$ cat config.mk
export PLATFORM = sky130hd
export DESIGN_NAME = ccse_exec
export DESIGN_NICKNAME = d
export VERILOG_FILES = /design/src/ccse_pkg.sv /design/src/ccse_exec.sv
export SDC_FILE = /design/constraint.sdc
export NUM_CORES = 1
export LEC_CHECK = 0
export ABC_AREA = 1
export BUFFER_PORTS_ARGS = -buffer_cell sky130_fd_sc_hd__buf_4
export CORE_ASPECT_RATIO = 0.8
export CORE_MARGIN = 8
export CORE_UTILIZATION = 57
export CTS_BUF_LIST = sky130_fd_sc_hd__clkbuf_2 sky130_fd_sc_hd__clkbuf_4 sky130_fd_sc_hd__clkbuf_8
export CTS_CLUSTER_SIZE = 12
export DETAILED_ROUTE_END_ITERATION = 16
export PLACE_DENSITY = 0.95
export SYNTH_ARGS = -nofsm -noshare
export SYNTH_HDL_FRONTEND = slang
export SYNTH_SLANG_ARGS = --single-unit
$ cat constraint.sdc
create_clock -name mclk -period 3.1 [get_ports mclk]
set_input_delay 0 -clock mclk [delete_from_list [all_inputs] [get_ports mclk]]
set_output_delay 0 -clock mclk [all_outputs]
set_load 0.1 [all_outputs]
$ cat src/ccse_pkg.sv
package ccse_pkg;

    // opcode fields of the fetched program word
    localparam logic [5:0]  OPC_COMPLEMENT = 6'h07;
    localparam logic [6:0]  OPC_CMP_EQUAL  = 7'h31;
    localparam int          OPC_C_LSB      = 10;
    localparam int          OPC_Q_LSB      = 9;
    localparam int          DEST_BIT       = 9;
    localparam int          ACCESS_BIT     = 8;

    // banking and indexed literal offset limits
    localparam logic [7:0]  ILO_LIMIT      = 8'h5F;
    localparam logic [3:0]  ACC_LOW_BANK   = 4'h0;
    localparam logic [3:0]  ACC_HIGH_BANK  = 4'hF;

    // reset values
    localparam logic [11:0] ADDR_RST       = 12'h000;
    localparam logic [7:0]  DATA_RST       = 8'h00;

    // quarter-cycle sequencer
    typedef enum logic [3:0] {
        CCSE_Q1 = 4'h1,
        CCSE_Q2 = 4'h2,
        CCSE_Q3 = 4'h4,
        CCSE_Q4 = 4'h8
    } ccse_q_t;

    // instruction in flight
    typedef enum logic [2:0] {
        CCSE_OP_IDLE = 3'h1,
        CCSE_OP_COMP = 3'h2,
        CCSE_OP_CPEQ = 3'h4
    } ccse_op_t;

endpackage : ccse_pkg

$ cat src/ccse_exec.sv
`timescale 1ns/100ps

module ccse_exec
    import ccse_pkg::*;
(
    input  wire logic        mclk,
    input  wire logic        rst_n,
    input  wire logic [15:0] instr_word,
    input  wire logic        instr_valid,
    input  wire logic        instr_two_word,
    input  wire logic [7:0]  w_in,
    input  wire logic [3:0]  bank_select_reg,
    input  wire logic        ext_set_en,
    input  wire logic [11:0] index_base,
    input  wire logic [7:0]  mem_rdata,
    output logic             q1_strobe_reg,
    output logic [11:0]      mem_addr_reg,
    output logic             mem_rd_reg,
    output logic             mem_wr_reg,
    output logic [7:0]       mem_wdata_reg,
    output logic             w_wr_reg,
    output logic [7:0]       w_wdata_reg,
    output logic             flag_wr_reg,
    output logic             neg_flag_reg,
    output logic             zero_flag_reg,
    output logic             nop_slot_reg,
    output logic             instr_done_reg
);

    ////////////////////////////////////////////////////////////////////////
    // address resolution

    function automatic logic [11:0] ccse_resolve(
        input logic [7:0]  f,
        input logic        a,
        input logic [3:0]  bank,
        input logic        ext,
        input logic [11:0] base
    );
        logic [11:0] r;
        r = {bank, f};
        if (!a) begin
            if (ext && (f <= ILO_LIMIT)) begin
                r = base + {4'h0, f};
            end else if (f <= ILO_LIMIT) begin
                r = {ACC_LOW_BANK, f};
            end else begin
                r = {ACC_HIGH_BANK, f};
            end
        end
        return r;
    endfunction : ccse_resolve

    ////////////////////////////////////////////////////////////////////////
    // state

    ccse_q_t     q_reg,          q_next;
    ccse_op_t    op_reg,         op_next;
    logic        dest_f_reg,     dest_f_next;
    logic        skip_pend_reg,  skip_pend_next;
    logic        skip_first_reg, skip_first_next;
    logic        q1_strobe_next;
    logic [11:0] mem_addr_next;
    logic        mem_rd_next;
    logic        mem_wr_next;
    logic [7:0]  mem_wdata_next;
    logic        w_wr_next;
    logic [7:0]  w_wdata_next;
    logic        flag_wr_next;
    logic        neg_flag_next;
    logic        zero_flag_next;
    logic        nop_slot_next;
    logic        instr_done_next;

    logic        complement_file_op;
    logic        compare_equal_skip_op;
    logic [7:0]  comp_result;
    logic [7:0]  cmp_diff;

    // decode only counts when the slot is not being flushed by a skip
    assign complement_file_op = instr_valid && !skip_pend_reg &&
        (instr_word[15:OPC_C_LSB] == OPC_COMPLEMENT);
    assign compare_equal_skip_op = instr_valid && !skip_pend_reg &&
        (instr_word[15:OPC_Q_LSB] == OPC_CMP_EQUAL);
    assign comp_result = ~mem_rdata;
    assign cmp_diff    = mem_rdata - w_in;

    always_comb begin
        q_next          = q_reg;
        op_next         = op_reg;
        dest_f_next     = dest_f_reg;
        skip_pend_next  = skip_pend_reg;
        skip_first_next = skip_first_reg;
        mem_addr_next   = mem_addr_reg;
        mem_rd_next     = 1'b0;
        mem_wr_next     = 1'b0;
        mem_wdata_next  = mem_wdata_reg;
        w_wr_next       = 1'b0;
        w_wdata_next    = w_wdata_reg;
        flag_wr_next    = 1'b0;
        neg_flag_next   = neg_flag_reg;
        zero_flag_next  = zero_flag_reg;
        nop_slot_next   = nop_slot_reg;
        instr_done_next = 1'b0;
        case (q_reg)
            CCSE_Q1: begin
                q_next = CCSE_Q2;
                if (skip_pend_reg) begin
                    // fetched word is thrown away, slot runs as a nop
                    op_next         = CCSE_OP_IDLE;
                    nop_slot_next   = 1'b1;
                    skip_first_next = 1'b0;
                    skip_pend_next  = skip_first_reg &&
                                      instr_two_word;
                end else if (complement_file_op) begin
                    op_next       = CCSE_OP_COMP;
                    dest_f_next   = instr_word[DEST_BIT];
                    mem_rd_next   = 1'b1;
                    mem_addr_next = ccse_resolve(instr_word[7:0],
                        instr_word[ACCESS_BIT], bank_select_reg,
                        ext_set_en, index_base);
                end else if (compare_equal_skip_op) begin
                    op_next       = CCSE_OP_CPEQ;
                    mem_rd_next   = 1'b1;
                    mem_addr_next = ccse_resolve(instr_word[7:0],
                        instr_word[ACCESS_BIT], bank_select_reg,
                        ext_set_en, index_base);
                end else begin
                    op_next = CCSE_OP_IDLE;
                end
            end
            CCSE_Q2: begin
                q_next = CCSE_Q3;
            end
            CCSE_Q3: begin
                q_next = CCSE_Q4;
                if (op_reg == CCSE_OP_COMP) begin
                    if (dest_f_reg) begin
                        mem_wr_next    = 1'b1;
                        mem_wdata_next = comp_result;
                    end else begin
                        w_wr_next    = 1'b1;
                        w_wdata_next = comp_result;
                    end
                    flag_wr_next   = 1'b1;
                    neg_flag_next  = comp_result[7];
                    zero_flag_next = (comp_result == DATA_RST);
                end else if (op_reg == CCSE_OP_CPEQ) begin
                    // flags untouched, only the skip is armed
                    if (cmp_diff == DATA_RST) begin
                        skip_pend_next  = 1'b1;
                        skip_first_next = 1'b1;
                    end
                end
            end
            CCSE_Q4: begin
                q_next          = CCSE_Q1;
                instr_done_next = (op_reg != CCSE_OP_IDLE) || nop_slot_reg;
                op_next         = CCSE_OP_IDLE;
                nop_slot_next   = 1'b0;
            end
            default: begin
                q_next        = CCSE_Q1;
                op_next       = CCSE_OP_IDLE;
                nop_slot_next = 1'b0;
            end
        endcase
        q1_strobe_next = (q_next == CCSE_Q1);
    end

    always_ff @(posedge mclk or negedge rst_n) begin
        if (!rst_n) begin
            q_reg          <= CCSE_Q1;
            op_reg         <= CCSE_OP_IDLE;
            dest_f_reg     <= 1'b0;
            skip_pend_reg  <= 1'b0;
            skip_first_reg <= 1'b0;
            q1_strobe_reg  <= 1'b1;
            mem_addr_reg   <= ADDR_RST;
            mem_rd_reg     <= 1'b0;
            mem_wr_reg     <= 1'b0;
            mem_wdata_reg  <= DATA_RST;
            w_wr_reg       <= 1'b0;
            w_wdata_reg    <= DATA_RST;
            flag_wr_reg    <= 1'b0;
            neg_flag_reg   <= 1'b0;
            zero_flag_reg  <= 1'b0;
            nop_slot_reg   <= 1'b0;
            instr_done_reg <= 1'b0;
        end else begin
            q_reg          <= q_next;
            op_reg         <= op_next;
            dest_f_reg     <= dest_f_next;
            skip_pend_reg  <= skip_pend_next;
            skip_first_reg <= skip_first_next;
            q1_strobe_reg  <= q1_strobe_next;
            mem_addr_reg   <= mem_addr_next;
            mem_rd_reg     <= mem_rd_next;
            mem_wr_reg     <= mem_wr_next;
            mem_wdata_reg  <= mem_wdata_next;
            w_wr_reg       <= w_wr_next;
            w_wdata_reg    <= w_wdata_next;
            flag_wr_reg    <= flag_wr_next;
            neg_flag_reg   <= neg_flag_next;
            zero_flag_reg  <= zero_flag_next;
            nop_slot_reg   <= nop_slot_next;
            instr_done_reg <= instr_done_next;
        end
    end

    logic        any_hit;
    logic [11:0] ilo_sum;
    assign any_hit = (q_reg == CCSE_Q1) &&
                     (complement_file_op || compare_equal_skip_op);
    assign ilo_sum = index_base + {4'h0, instr_word[7:0]};
endmodule : ccse_exec

==> metrics.yaml <==
cts_tree: "done"
slowest_delay_ps: 550
power_density_nw_per_um2: 398.0
violations: "negative hold slack"
switchingPower_mw: 0.4628
netlist_area_um2: 2775
synthTopCellsByArea: "dfrtp_1, nand2_1, ha_1, inv_1, a21oi_1"
fp.coreArea_um2: 4624
p_clk_frac: 0.310
nets: 527
clock_skew_ps: 9.670
fin_tns_setup_ps: 0
drv_slew: 0
drt_wl_total_mm: 7.952
crit_top_cell: "nand2_1"
synth_top_area_share: 0.3968
setup_viol: 0
antenna_found_initial: 1
dr.pass1.iters: 5
status: "finished with violations"
yosysSeqAreaShare: 0.4252
synth_cell_type_count: 35
grt_overflow: 0
setup_slack_ps: 1073
top_level_ports: 90
num_vias: 2821
critPathArrivalTime_ps: 2220
synth_ff_type: "dfrtp_1"
path_max_fanout: 7
cp-end-kind: "register"
seqPwrFrac: 0.429
worst_ep_required_time_ps: 3290
synthCells: 353
rsz0062_at_grt: "no"
synth-async-reset-ratio: 1.000
slowest_stage: "dlygate4sd3_1"
synth_commonest_cells: "nand2_1, dfrtp_1, inv_1"
switching_share: 0.3117
crit_chain: "dlygate4sd3_1 > buf_4 > ha_1 > a21oi_1 > nand2_1 > nand2_1 > nand2_1 > inv_1 > nand2_1 > nor2_1 > nand3_1 > nand2_1 > nand3_1 > nand2_1 > nand2_1"
cts_root_buf: "clkbuf_8"
avgViaCountPerCell: 5.415
antenna_left: 0
ys_ff_latch: 47
power_leakage_nw: 2.099
yosys_warnings: 0
hold_class: "in -> reg"
worst_setup_path_start_kind: "primary input"
max_cap_viol_count: 0
whs_ps: -5.278
worst-path-buf-inv: 3
drc: 0
p_comb_frac: 0.261
routedWlPerCell_um: 15.26
power_mw: 1.485
postCtsSetupBuffers: 0
min_period_ps: 2027
cp-startpoint: "mem_rdata[2]"
avgSynthCellArea_um2: 7.862
grt_pass1_wl_mm: 13.11
io_buffers: 89
dieArea_um2: 7371
drive_gt1_frac: 0.2680
intPower_mw: 1.022
final.period_utilization: 0.6538
syn_to_final_growth_pct: 34.45
path_clk_slew_ps: 90
holdCritStartpoint: "instr_word[2]"
preCtsSetupSlack_ps: 1249
r2r-start: "q_reg[0]"
drt_iter0_markers: 166
fp.dieW_um: 94.01
die_y_um: 78.41
path_class: "in -> reg"
peakVddDrop_uv: 281.8
max_freq_ghz: 0.4934
initial_core_util: 0.6001
numCtsBuffers: 5
cts_resized: 0
clock_sinks: 47
grt_max_degree: 48
synth-edff-count: 0
grtUsageTotal: 0.2164
worst-slew-pin-transition_ps: 620.4
cts_buffer_depth: 2
largest_reg_flops: 12
grt_pass1_vias: 2910
fp-row-count: 22
yosysTopAreaCell: "dfrtp_1"
fin_cells: 521
dp.cells: 497
max_slew_margin: 0.5852
clock_latency_ps: 300
path_delay_family: "simple AND/OR/NAND/NOR gates"
synth.most_common_cell: "nand2_1"
hpwl_mm: 5.984
h-tree-depth: 2
gp_congestion: 0.9149
synth_nets: 422
hold_viol: 1
metrics by stage:
step	instance area, um^2	util
4_1_cts	3726	0.8057
3_3_place_gp	3472	0.7508
3_5_place_dp	3472	0.7508
6_report	3731	0.8068
2_1_floorplan	2775	-
5_1_grt	3729	0.8063
final cells by class:
class / count / area, um^2
Sequential cell: 47 / 1180
Inverter: 51 / 191.4
Tap cell: 60 / 75.07
Multi-Input combinational cell: 250 / 1358
Clock buffer: 7 / 83.83
Antenna cell: 2 / 5.005
Fill cell: 332 / 893.4
Clock inverter: 1 / 30.03
Timing Repair Buffer: 103 / 808.3
layout by cell type (no fill, tap or decap), types with 2 or more instances in the layout:
master,Yosys,routed
nand3_1,22,22
buf_4,1,89
nand2_1,86,86
a21boi_1,2,2
diode_2,0,2
nand2_4,2,2
clkbuf_8,0,5
nor3_1,4,4
clkbuf_4,0,2
nand4_1,7,7
a21oi_1,25,25
dlygate4sd3_1,0,14
nor4_1,3,3
nand2_2,2,2
ha_1,15,15
dfrtp_1,44,44
nand3b_1,2,2
o21ai_1,12,12
inv_1,44,44
inv_2,7,7
o21ai_0,19,19
dfstp_2,3,3
xor2_1,2,2
nor2_1,27,27
a21oi_2,3,3
nor2_4,2,2
mux2i_1,3,3
or2_2,3,3
per-layer routing:
layer  track usage  wire length, um
met5             0                0
met2        0.3778             3983
met3       0.07034              643
met4       0.06793              182
met1        0.2440             3142
cell families (layout without fill, tap and decap cells):
| family | after synthesis | count (layout) | share of synthesized area |
|---|---|---|---|
| compound gates | 64 | 64 | 0.1240 |
| xor+xnor | 2 | 2 | 0.006313 |
| fa+ha+maj | 16 | 16 | 0.07484 |
| buf+inv | 56 | 162 | 0.08566 |
| flops | 47 | 47 | 0.4252 |
| mux | 4 | 4 | 0.01488 |
| other cells | 0 | 2 | 0 |
| simple gates | 164 | 164 | 0.2692 |
worst paths after layout:
check / to / slack [ps] / depth (start not counted)
worst max-delay path: skip_pend_reg / 1070 / 15
worst min-delay path: mem_addr_reg[2] / -5 / 3
worst max register to register: mem_addr_reg[9] / 1250 / 9
worst min register to register: instr_done_reg / 470 / 1
max in group asynchronous: mem_wdata_reg[5] / 2480 / 2
min in group asynchronous: mem_wdata_reg[2] / 240 / 2
worst reg2reg max path, cell delays in order, from the launching register on:
cell     delay [ps]
dfstp_2         560
nand2_1          90
nor2_4          160
inv_2            70
nor3_2          100
nand3_1         110
nand2_2         230
o21ai_1         200
nor2_1          140
a21oi_1          80
power groups by stage:
stage | clock [mW] | sequential, mW | combinational, mW
after floorplan | 0 | 0.751 | 0.133
after global placement | 0 | 0.649 | 0.357
after detailed placement | 0 | 0.649 | 0.367
after CTS | 0.460 | 0.637 | 0.383
after global routing | 0.483 | 0.639 | 0.418
final | 0.460 | 0.637 | 0.387
what timing repair did:
item                                    in CTS  in global routing
endpoints found under the hold margin       66                  0
hold buffers                                14                  0
endpoints found under the setup margin       0                  0
Power figures use the tool's default switching activity.
